==> config.mk <==
export PLATFORM = sky130hd
export DESIGN_NAME = nibble_alu_skip_logic
export DESIGN_NICKNAME = d
export VERILOG_FILES = /design/src/core/nibble_alu_pkg.sv /design/src/core/nibble_adder.sv /design/src/core/nibble_bit_mask.sv /design/src/core/nibble_alu_skip_logic.sv
export SDC_FILE = /design/constraint.sdc
export NUM_CORES = 1
export LEC_CHECK = 0
export BUFFER_PORTS_ARGS = -buffer_cell sky130_fd_sc_hd__buf_2
export CELL_PAD_IN_SITES_DETAIL_PLACEMENT = 0
export CELL_PAD_IN_SITES_GLOBAL_PLACEMENT = 1
export CORE_AREA = 10 10 87 89
export DETAILED_ROUTE_END_ITERATION = 10
export DIE_AREA = 0 0 97 99
export HOLD_SLACK_MARGIN = 0.05
export PLACE_DENSITY_LB_ADDON = 0.1
export SYNTH_ARGS = -nofsm -noshare
export SYNTH_HDL_FRONTEND = slang
export SYNTH_HIERARCHICAL = 1
export SYNTH_SLANG_ARGS = --single-unit
==> constraint.sdc <==
create_clock -name sys_clk_i -period 2.9 [get_ports sys_clk_i]
set_clock_uncertainty 0.1 [all_clocks]
set_input_delay 0.145 -clock sys_clk_i [delete_from_list [all_inputs] [get_ports sys_clk_i]]
set_output_delay 0.145 -clock sys_clk_i [all_outputs]
set_load 0.02 [all_outputs]
==> src/core/nibble_alu_pkg.sv <==
package nibble_alu_pkg;

  // Datapath widths
  localparam int NIBBLE_W = 4;
  localparam int BYTE_W = 8;
  localparam int BIT_SEL_W = 2;
  localparam int TABLE_ADDR_W = 3;
  localparam int PAGE_W = 5;
  localparam int PAGE_OFFSET_W = TABLE_ADDR_W + NIBBLE_W;
  localparam int ROM_ADDR_W = PAGE_W + PAGE_OFFSET_W;
  localparam int OP_W = 5;

  // Field positions inside a fetched ROM byte
  localparam int ROM_HI_MSB = 7;
  localparam int ROM_HI_LSB = 4;
  localparam int ROM_LO_MSB = 3;
  localparam int ROM_LO_LSB = 0;

  // Reset values
  localparam logic [NIBBLE_W-1:0] ACC_RESET = 4'h0;
  localparam logic [NIBBLE_W-1:0] UPPER_RESET = 4'h0;
  localparam logic CARRY_RESET = 1'b0;

  // Fixed flag values
  localparam logic CARRY_SET_VALUE = 1'b1;
  localparam logic CARRY_CLEAR_VALUE = 1'b0;

  // Stack levels a table read occupies
  localparam int TABLE_STACK_LEVELS = 1;

  // Decoded operations handed over by the instruction decoder
  typedef enum logic [OP_W-1:0] {
    OP_NONE = 5'h00,
    OP_LOAD_IMMEDIATE = 5'h01,
    OP_ROM_TABLE_READ = 5'h02,
    OP_ADD_MEMORY = 5'h03,
    OP_ADD_WITH_CARRY = 5'h04,
    OP_ADD_IMMEDIATE = 5'h05,
    OP_AND_MEMORY = 5'h06,
    OP_OR_MEMORY = 5'h07,
    OP_SET_CARRY = 5'h08,
    OP_CLEAR_CARRY = 5'h09,
    OP_SKIP_IF_CARRY_ZERO = 5'h0a,
    OP_INVERT_ACCUMULATOR = 5'h0b,
    OP_ROTATE_RIGHT_THROUGH_CARRY = 5'h0c,
    OP_SET_BIT = 5'h0d,
    OP_CLEAR_BIT = 5'h0e,
    OP_SKIP_IF_BIT_ZERO = 5'h0f,
    OP_SKIP_IF_EQUAL_MEMORY = 5'h10,
    OP_SKIP_IF_EQUAL_IMMEDIATE = 5'h11
  } op_t;

  // Table read sequencer, one-hot
  typedef enum logic [1:0] {
    ST_IDLE = 2'b01,
    ST_FETCH = 2'b10
  } table_state_t;

endpackage

==> src/core/nibble_adder.sv <==
`timescale 1ns/1ps
module nibble_adder (
  input wire logic [nibble_alu_pkg::NIBBLE_W-1:0] a_i,
  input wire logic [nibble_alu_pkg::NIBBLE_W-1:0] b_i,
  input wire logic carry_i,
  output logic [nibble_alu_pkg::NIBBLE_W-1:0] sum_o,
  output logic carry_o
);
  import nibble_alu_pkg::*;

  logic [NIBBLE_W:0] wide_sum;

  always_comb begin
    wide_sum = {1'b0, a_i} + {1'b0, b_i} + {{NIBBLE_W{1'b0}}, carry_i};
    sum_o = wide_sum[NIBBLE_W-1:0];
    carry_o = wide_sum[NIBBLE_W];
  end

endmodule // nibble_adder

==> src/core/nibble_bit_mask.sv <==
`timescale 1ns/1ps
module nibble_bit_mask (
  input wire logic [nibble_alu_pkg::BIT_SEL_W-1:0] sel_i,
  input wire logic [nibble_alu_pkg::NIBBLE_W-1:0] value_i,
  output logic [nibble_alu_pkg::NIBBLE_W-1:0] mask_o,
  output logic bit_o
);
  import nibble_alu_pkg::*;

  genvar g;
  generate
    for (g = 0; g < NIBBLE_W; g = g + 1) begin : g_mask
      assign mask_o[g] = (sel_i == BIT_SEL_W'(g));
    end
  endgenerate

  assign bit_o = |(value_i & mask_o);

endmodule // nibble_bit_mask

==> src/core/nibble_alu_skip_logic.sv <==
`timescale 1ns/1ps
// How it works
// - Load immediate writes the accumulator
// - Consecutive load immediates after the first skip
// - Table byte: high nibble upper, low accumulator
// - Table address: page, pointer bits, accumulator
// - Table read borrows one stack level
// - Add memory to accumulator, carry kept
// - Add memory plus carry, carry out stored
// - Add immediate to accumulator, carry kept
// - Add immediate skips next unless overflow
// - AND memory into accumulator
// - OR memory into accumulator
// - Set carry to one
// - Clear carry to zero
// - Skip next when carry is zero
// - Invert accumulator
// - Rotate accumulator right through carry
// - Set selected bit of pointer memory
// - Clear selected bit of pointer memory
// - Skip next when selected bit zero
// - Skip next when accumulator equals memory
// - Skip next when accumulator equals immediate
module nibble_alu_skip_logic (
  input wire logic sys_clk_i,
  input wire logic rst_b_i,
  input wire logic issue_i,
  input wire nibble_alu_pkg::op_t op_i,
  input wire logic [nibble_alu_pkg::NIBBLE_W-1:0] imm_i,
  input wire logic [nibble_alu_pkg::PAGE_W-1:0] page_i,
  input wire logic [nibble_alu_pkg::TABLE_ADDR_W-1:0] table_addr_i,
  input wire logic [nibble_alu_pkg::NIBBLE_W-1:0] pointer_memory_operand_i,
  input wire logic [nibble_alu_pkg::BYTE_W-1:0] rom_data_i,
  output logic [nibble_alu_pkg::NIBBLE_W-1:0] acc_o,
  output logic [nibble_alu_pkg::NIBBLE_W-1:0] upper_nibble_o,
  output logic carry_flag_o,
  output logic skip_pending_o,
  output logic squashed_o,
  output logic mem_we_o,
  output logic [nibble_alu_pkg::NIBBLE_W-1:0] mem_wdata_o,
  output logic rom_req_o,
  output logic [nibble_alu_pkg::ROM_ADDR_W-1:0] rom_addr_o,
  output logic stack_push_o,
  output logic stack_pop_o,
  output logic busy_o
);
  import nibble_alu_pkg::*;

  //////////////////////////////////////////////////////////////////////
  // State

  logic [NIBBLE_W-1:0] acc;
  logic [NIBBLE_W-1:0] upper_nibble;
  logic carry_flag;
  logic skip_pending;
  logic prev_was_load;
  logic squashed;
  logic mem_we;
  logic [NIBBLE_W-1:0] mem_wdata;
  logic rom_req;
  logic [ROM_ADDR_W-1:0] rom_addr;
  logic stack_push;
  logic stack_pop;
  table_state_t state;

  logic [NIBBLE_W-1:0] next_acc;
  logic [NIBBLE_W-1:0] next_upper_nibble;
  logic next_carry_flag;
  logic next_skip_pending;
  logic next_prev_was_load;
  logic next_squashed;
  logic next_mem_we;
  logic [NIBBLE_W-1:0] next_mem_wdata;
  logic next_rom_req;
  logic [ROM_ADDR_W-1:0] next_rom_addr;
  logic next_stack_push;
  logic next_stack_pop;
  table_state_t next_state;

  //////////////////////////////////////////////////////////////////////
  // Shared arithmetic

  logic [NIBBLE_W-1:0] add_b;
  logic add_cin;
  logic [NIBBLE_W-1:0] add_sum;
  logic add_cout;
  logic [NIBBLE_W-1:0] bit_mask;
  logic sel_bit;

  // One adder serves all three adds; only the operand and carry-in differ
  always_comb begin
    add_b = pointer_memory_operand_i;
    add_cin = 1'b0;
    if (op_i == OP_ADD_IMMEDIATE) begin
      add_b = imm_i;
    end
    if (op_i == OP_ADD_WITH_CARRY) begin
      add_cin = carry_flag;
    end
  end

  nibble_adder u_adder (
    .a_i(acc),
    .b_i(add_b),
    .carry_i(add_cin),
    .sum_o(add_sum),
    .carry_o(add_cout)
  );

  nibble_bit_mask u_bit_mask (
    .sel_i(imm_i[BIT_SEL_W-1:0]),
    .value_i(pointer_memory_operand_i),
    .mask_o(bit_mask),
    .bit_o(sel_bit)
  );

  //////////////////////////////////////////////////////////////////////
  // Next-state logic

  logic is_load;
  logic do_squash;
  logic do_exec;

  always_comb begin
    is_load = (op_i == OP_LOAD_IMMEDIATE);
    // A load directly after a load is dropped like any skipped slot
    do_squash = issue_i && (state == ST_IDLE) && (skip_pending || (is_load && prev_was_load));
    do_exec = issue_i && (state == ST_IDLE) && !do_squash;

    next_acc = acc;
    next_upper_nibble = upper_nibble;
    next_carry_flag = carry_flag;
    next_skip_pending = skip_pending;
    next_prev_was_load = prev_was_load;
    next_squashed = 1'b0;
    next_mem_we = 1'b0;
    next_mem_wdata = mem_wdata;
    next_rom_req = 1'b0;
    next_rom_addr = rom_addr;
    next_stack_push = 1'b0;
    next_stack_pop = 1'b0;
    next_state = state;

    if (issue_i && (state == ST_IDLE)) begin
      next_prev_was_load = is_load;
      next_skip_pending = 1'b0;
    end

    if (do_squash) begin
      next_squashed = 1'b1;
    end

    if (do_exec) begin
      case (op_i)
        OP_LOAD_IMMEDIATE: begin
          next_acc = imm_i;
        end
        OP_ROM_TABLE_READ: begin
          next_rom_addr = {page_i, table_addr_i, acc};
          next_rom_req = 1'b1;
          next_stack_push = 1'b1;
          next_state = ST_FETCH;
        end
        OP_ADD_MEMORY: begin
          next_acc = add_sum;
        end
        OP_ADD_WITH_CARRY: begin
          next_acc = add_sum;
          next_carry_flag = add_cout;
        end
        OP_ADD_IMMEDIATE: begin
          next_acc = add_sum;
          next_skip_pending = !add_cout;
        end
        OP_AND_MEMORY: begin
          next_acc = acc & pointer_memory_operand_i;
        end
        OP_OR_MEMORY: begin
          next_acc = acc | pointer_memory_operand_i;
        end
        OP_SET_CARRY: begin
          next_carry_flag = CARRY_SET_VALUE;
        end
        OP_CLEAR_CARRY: begin
          next_carry_flag = CARRY_CLEAR_VALUE;
        end
        OP_SKIP_IF_CARRY_ZERO: begin
          next_skip_pending = !carry_flag;
        end
        OP_INVERT_ACCUMULATOR: begin
          next_acc = ~acc;
        end
        OP_ROTATE_RIGHT_THROUGH_CARRY: begin
          next_acc = {carry_flag, acc[NIBBLE_W-1:1]};
          next_carry_flag = acc[0];
        end
        OP_SET_BIT: begin
          next_mem_we = 1'b1;
          next_mem_wdata = pointer_memory_operand_i | bit_mask;
        end
        OP_CLEAR_BIT: begin
          next_mem_we = 1'b1;
          next_mem_wdata = pointer_memory_operand_i & ~bit_mask;
        end
        OP_SKIP_IF_BIT_ZERO: begin
          next_skip_pending = !sel_bit;
        end
        OP_SKIP_IF_EQUAL_MEMORY: begin
          next_skip_pending = (acc == pointer_memory_operand_i);
        end
        OP_SKIP_IF_EQUAL_IMMEDIATE: begin
          next_skip_pending = (acc == imm_i);
        end
        default: begin
          next_acc = acc;
        end
      endcase
    end

    // ROM data is sampled in the cycle the request is out; the stack level is returned one cycle later
    case (state)
      ST_IDLE: begin
        next_state = next_state;
      end
      ST_FETCH: begin
        next_upper_nibble = rom_data_i[ROM_HI_MSB:ROM_HI_LSB];
        next_acc = rom_data_i[ROM_LO_MSB:ROM_LO_LSB];
        next_stack_pop = 1'b1;
        next_state = ST_IDLE;
      end
      default: begin
        next_state = ST_IDLE;
      end
    endcase
  end

  //////////////////////////////////////////////////////////////////////
  // Registers

  always_ff @(posedge sys_clk_i or negedge rst_b_i) begin
    if (!rst_b_i) begin
      acc <= ACC_RESET;
      upper_nibble <= UPPER_RESET;
      carry_flag <= CARRY_RESET;
      skip_pending <= 1'b0;
      prev_was_load <= 1'b0;
      squashed <= 1'b0;
      mem_we <= 1'b0;
      mem_wdata <= 4'h0;
      rom_req <= 1'b0;
      rom_addr <= 12'h000;
      stack_push <= 1'b0;
      stack_pop <= 1'b0;
      state <= ST_IDLE;
    end else begin
      acc <= next_acc;
      upper_nibble <= next_upper_nibble;
      carry_flag <= next_carry_flag;
      skip_pending <= next_skip_pending;
      prev_was_load <= next_prev_was_load;
      squashed <= next_squashed;
      mem_we <= next_mem_we;
      mem_wdata <= next_mem_wdata;
      rom_req <= next_rom_req;
      rom_addr <= next_rom_addr;
      stack_push <= next_stack_push;
      stack_pop <= next_stack_pop;
      state <= next_state;
    end
  end

  //////////////////////////////////////////////////////////////////////
  // Outputs

  assign acc_o = acc;
  assign upper_nibble_o = upper_nibble;
  assign carry_flag_o = carry_flag;
  assign skip_pending_o = skip_pending;
  assign squashed_o = squashed;
  assign mem_we_o = mem_we;
  assign mem_wdata_o = mem_wdata;
  assign rom_req_o = rom_req;
  assign rom_addr_o = rom_addr;
  assign stack_push_o = stack_push;
  assign stack_pop_o = stack_pop;
  // Busy is the fetch state flop itself
  assign busy_o = state[1];

endmodule // nibble_alu_skip_logic

# Yosys cells after proc, flatten, opt, wreduce, memory -nomap -nowiden

Cells that the tools add are included.

$add $sub $neg: 2
Multipliers: 0
Divide/modulo/power cells: 0
Order comparisons: 0
Equal/unequal tests: 26
Shift-type cells: 0
Muxes and demuxes: 19
Bitwise operators: 7
Reductions and logical operators: 22

Operator list:

| kind                                           | count |
|---|---|
| == test 5 x 4 -> 1 bit (second input constant) | 8 |
| one-hot mux 4 bit (6 select lines)             | 1 |
| == test 5 x 3 -> 1 bit (second input constant) | 4 |
| bitwise AND 4 bit                              | 3 |
| 2-to-1 mux 4 bit                               | 3 |
| == test 5 x 2 -> 1 bit (second input constant) | 2 |
| == test 5 bit (second input constant)          | 2 |
| AND reduction 2 bit                            | 5 |
| 2-to-1 mux 1 bit                               | 9 |
| == test 4 bit                                  | 2 |
| NOT 4 bit                                      | 2 |
| OR 4 bit                                       | 2 |
| one-hot mux 4 bit (2 select lines)             | 1 |
| nonzero test 7 bit                             | 1 |
| == test 2 bit (second input constant)          | 3 |
| 2-to-1 mux 2 bit                               | 3 |
| adder 4 x 4 -> 5 bit                           | 1 |
| adder 5 x 1 -> 5 bit                           | 1 |
| == test 5 x 1 -> 1 bit (second input constant) | 1 |
| one-hot mux 1 bit (5 select lines)             | 1 |
| == test 2 x 1 -> 1 bit (second input constant) | 2 |
| logical AND 1 bit                              | 4 |
| logical NOT 1 bit                              | 4 |
| one-hot mux 1 bit (4 select lines)             | 1 |
| other kinds (9)                                | 10 |

Bits in registers: 33
Latch bits: 0
RAM bits: 0
ROM bits: 0
Output and inout port bits: 32
Logic and storage cells: 88
Memories: 0

# Depth between registers and ports, before layout

Word-level depth: 8
Gate-level depth with buffers: 13
Depth with buffers taken out: 12

# Modules after synthesis

Netlist, hierarchy kept.

By module, submodules not included:

| module                | times used | cells each | area an instance (µm²) | sequential area each (µm²) |
|---|---|---|---|---|
| nibble_alu_skip_logic | 1          | 212        | 2021.9                 | 827.0 |
| nibble_adder          | 1          | 16         | 143.9                  | 0.0 |
| nibble_bit_mask       | 1          | 5          | 46.3                   | 0.0 |

# Least setup slack after synthesis

Ideal clock, no wire load.

Kind: input to register
From: input op_i[2]
To: register carry_flag (netlist: carry_flag_o)
Library setup time: 125 ps
Arrival time: 2427 ps
Data required time: 2675 ps
Setup slack: 249 ps
Cell stages on the path: 13
Path through: buf_2 -> nor2b_1 -> nand2_1 -> mux2_2 -> fa_1 -> inv_1 -> fa_1 -> nor2b_1 -> o21ai_0 -> nand2b_1 -> a21oi_1 -> a211oi_1 -> mux2_2

Elaborated cells on any way between the ends: 18
Classes of those cells: 2 x add/sub; 6 x eq/ne; 3 x mux; 7 x reduce/logical

RTL lines:

| what                               | RTL line                     | RTL |
|---|---|---|
| from (decl)                        | nibble_alu_skip_logic.sv:28  | `input wire nibble_alu_pkg::op_t op_i,` |
| == test 5 x 3 -> 1 bit             | nibble_alu_skip_logic.sv:94  | `if (op_i == OP_ADD_IMMEDIATE) begin` |
| 2-to-1 mux 4 bit                   | nibble_alu_skip_logic.sv:94  |  |
| named net add_b[0]                 | nibble_alu_skip_logic.sv:83  | `logic [NIBBLE_W-1:0] add_b;` |
| adder 4 x 4 -> 5 bit               | nibble_adder.sv:14           | `wide_sum = {1'b0, a_i} + {1'b0, b_i} + {{NIBBLE_W{1'b0}}, carry_i};` |
| adder 5 x 1 -> 5 bit               | nibble_adder.sv:14           |  |
| named net add_cout                 | nibble_alu_skip_logic.sv:86  | `logic add_cout;` |
| one-hot mux 1 bit (4 select lines) | nibble_alu_skip_logic.sv:154 | `case (op_i)` |
| to (signal assigned)               | nibble_alu_skip_logic.sv:258 | `carry_flag <= next_carry_flag;` |
| to (decl)                          | nibble_alu_skip_logic.sv:54  | `logic carry_flag;` |

The timed path passes the listed nets, and every way through them passes these cells.
A chain may end at the register's enable or synchronous reset.

# Final worst setup path

From: input op_i[1]
To: register carry_flag (netlist: carry_flag_o)

The elaborated chain is that of the path after synthesis.

==> flow_summary.json <==
{
  "outcome": "finished, final reports clean",
  "syn_avg_cell_area_sq_um": 9.49,
  "cp.required_ps": 2980,
  "routed_wl_um": 6360,
  "synthesis.area_sq_mm": 0.00221,
  "regToRegEndpoint": "carry_flag_o$_DFFE_PN0P_",
  "yosysTopAreaCell": "dfrtp_1",
  "dp_slack_ps": 198,
  "synth_edf_count": 0,
  "critPathBufInv": 2,
  "post-dp-hpwl_um": 4780,
  "fin_crit_sh_pct": 81.9,
  "antenna_cells": 0,
  "nets": 349,
  "grt_max_degree": 34,
  "rr_startpoint": "carry_flag_o$_DFFE_PN0P_",
  "critPathMaxStageDelay_ps": 410,
  "timing.fmax_mhz": 421,
  "clkSinkCount": 33,
  "cp_max_fo": 4,
  "synth_nets": 270,
  "initial_core_util_pct": 37.8,
  "synthToLayoutAreaGrowth_pct": 29.1,
  "hold_viol_final": 0,
  "dr.pass1.iters": 4,
  "io_pins": 64,
  "drtIter0Drc": 84,
  "num_vias": 1999,
  "grt_first_pass_wirelength_um": 10400,
  "cts_resized": 0,
  "p_leak_nw": 1.41,
  "antenna_left": 0,
  "routed.top_layer": "met4",
  "cts.clk_slew.worst_paths_ps": 80,
  "worst_path_dominant_cell_family": "adder cells",
  "fp.dieW_um": 97,
  "reg2reg_depth": 10,
  "setup_violations": 0,
  "synth_seq_area_share_pct": 37.4,
  "antenna_found_initial": 0,
  "fp-row-count": 28,
  "clk_latency_ps": 290,
  "drt-met1-wl_um": 2960,
  "crit_path_start_kind": "input port",
  "gp_congestion": 0.860,
  "cts_tree": "built",
  "dr_wl_met3_um": 433,
  "async_reset_ff_share_pct": 100,
  "peakVddDrop_mv": 0.254,
  "core_sq_mm": 0.00585,
  "drv_cap": 0,
  "ys_ff_latch": 33,
  "ys_warn_count": 6,
  "fin_tns_setup_ps": 0,
  "drive_gt1_share_pct": 32.9,
  "yosysUniqueCellTypes": 60,
  "tightest_slew_ps": 761,
  "clock-root-buffer": "clkbuf_8",
  "min_path_cells": 3,
  "synthCells": 233,
  "synth_ff_type": "dfrtp_1",
  "grt_overflow": 0,
  "cts.path.max_buffers": 2,
  "grt_setup_unrepaired": "false",
  "grt_use_total_pct": 12.9,
  "slew_headroom_pct": 48.8,
  "cts.htree.levels": 2,
  "yosys-top-cells-area": "dfrtp_1 (36%), nand2_1 (7.5%), mux2_2 (4.6%), mux2_4 (2.7%), nor2_1 (2.4%)",
  "wl_per_cell_um": 16.4,
  "critPathKind": "input port to register",
  "port_buffers": 63,
  "crit_chain": "buf_2 -> nor3b_4 -> nand2_1 -> mux2_2 -> fa_1 -> inv_1 -> fa_1 -> nor2b_1 -> o21ai_0 -> nand2b_1 -> a21oi_1 -> a211oi_1 -> mux2_2",
  "finalCriticalPeriod_ps": 2370,
  "drc": 0,
  "endpoint_kind": "register",
  "fill_cells": 588,
  "cpMaxStageDelayCell": "fa_1",
  "arrival_ps": 2460,
  "worstHoldStart": "rom_data_i[1]",
  "reg2reg_setup_slack_ps": 590,
  "hold-worst-slack_ps": 64.0,
  "p_per_area_mw_per_mm2": 541,
  "maxSlewViolCount": 0,
  "viasPerCell": 5.15,
  "grt_pass1_vias": 1998,
  "synth_top_area_share_pct": 36.2,
  "cts_buffers": 5,
  "met2_wirelength_um": 2890,
  "die_area_sq_mm": 0.00960,
  "fin_ws_ps": 526,
  "die_y_um": 99,
  "hold_path_class": "input port to register",
  "worstHoldEndpoint": "acc_o[1]$_DFFE_PN0P_"
}
==> logic make-up after synthesis <==
group | count (synthesis) | share of synthesized area [%]
fa+ha+maj | 5 | 3.51
xor+xnor | 9 | 3.56
mux | 14 | 8.31
compound gates | 54 | 18.7
buf+inv | 23 | 5.94
flops | 33 | 37.4
simple gates | 95 | 22.6
==> cell usage after synthesis, types with 2 or more instances <==
library cell  count
nor2_1           14
a21boi_0          4
nor2b_1           7
dfrtp_1          32
and2_1            2
or3_1             2
or4_1             2
o2bb2ai_1         3
a22oi_1           2
nand2b_1          5
buf_6             3
ha_1              3
xor2_1            3
mux2_2            9
fa_1              2
a21oi_1           6
o21a_1            2
a22o_1            4
or2_2             2
o32ai_1           3
o21ai_0           8
buf_2             5
clkbuf_1          3
o211ai_1          4
inv_1             7
a2bb2oi_1         2
buf_4             4
nand2_1          44
nand4_1           3
mux2_4            4
xnor2_1           6
a311oi_1          2
nand3b_1          3
o21ai_1           2
==> tightest hold or removal path, delay by kind of cell <==
kind                   cells  cell delay (ps)
AOI/OAI and AO/OA          2              200
buffers and inverters      1               70
==> routing by layer <==
metal  vias to the layer above  global-route usage, %
met4                         0                   3.52
met2                        57                   19.5
li1                        983                      -
met1                       951                   17.3
met5                         -                      0
met3                         8                   3.98
==> placed cells by master (no fill, tap or decap), types with 6 or more instances in the layout <==
master and instances:
a21oi_1 6, buf_2 63, buf_4 9, clkbuf_8 6, dfrtp_1 32, dlygate4sd3_1 15
inv_1 7, mux2_2 9, nand2_1 44, nor2_1 14, nor2b_1 7, o21ai_0 8
xnor2_1 6
==> area by class of cell <==
cell class	instances	area, sq um	share of cell area, %
clock inverter	1	30.0	1.05
tap	75	93.8	3.29
inverter	8	31.3	1.10
sequential	33	827	29.0
timing repair buffer	87	533	18.7
multi-input combinational	177	1250	43.9
clock buffer	7	86.3	3.02
==> flip-flops by register name, indices dropped and copies added, names as in the netlist <==
register	count
carry_flag_o	1
state	2
skip_pending_o	1
squashed_o	1
mem_wdata_o	4
upper_nibble_o	4
mem_we_o	1
acc_o	4
rom_addr_o	12
prev_was_load	1
stack_pop_o	1
stack_push_o	1
==> through the flow <==
stage / util (%) / power (mW) / instances / instance area, sq um
2_1_floorplan: - / 0.914 / 233 / 2210
3_3_place_gp: 44.2 / 1.08 / 365 / 2590
3_5_place_dp: 44.2 / 1.08 / 365 / 2590
4_1_cts: 48.8 / 1.57 / 388 / 2860
5_1_grt: 48.8 / 1.64 / 388 / 2860
6_report: 48.8 / 1.54 / 388 / 2860
==> worst max-delay path by stage <==
| stage | start | endpoint | slack [ps] | depth (start not counted) |
|---|---|---|---|---|
| floorplan | op_i[2] | carry_flag_o$_DFFE_PN0P_ | 250 | 13 |
| global placement | op_i[1] | carry_flag_o$_DFFE_PN0P_ | 250 | 13 |
| detailed placement | op_i[1] | carry_flag_o$_DFFE_PN0P_ | 200 | 13 |
| CTS | op_i[1] | carry_flag_o$_DFFE_PN0P_ | 520 | 13 |
| global route | op_i[1] | carry_flag_o$_DFFE_PN0P_ | 360 | 13 |
| finish | op_i[1] | carry_flag_o$_DFFE_PN0P_ | 530 | 13 |
==> report_power, final <==
group	total [mW]	internal (mW)	switching (mW)
registers	0.593	0.527	0.0655
clock network	0.461	0.280	0.181
logic	0.490	0.217	0.273
==> repair_timing <==
| action | 4_1_cts | 5_1_grt |
|---|---|---|
| hold endpoints to repair | 46 | 0 |
| hold buffers | 15 | 0 |
| buffers inserted | 0 | 0 |
Note: power is estimated with default switching activity, not from simulation.
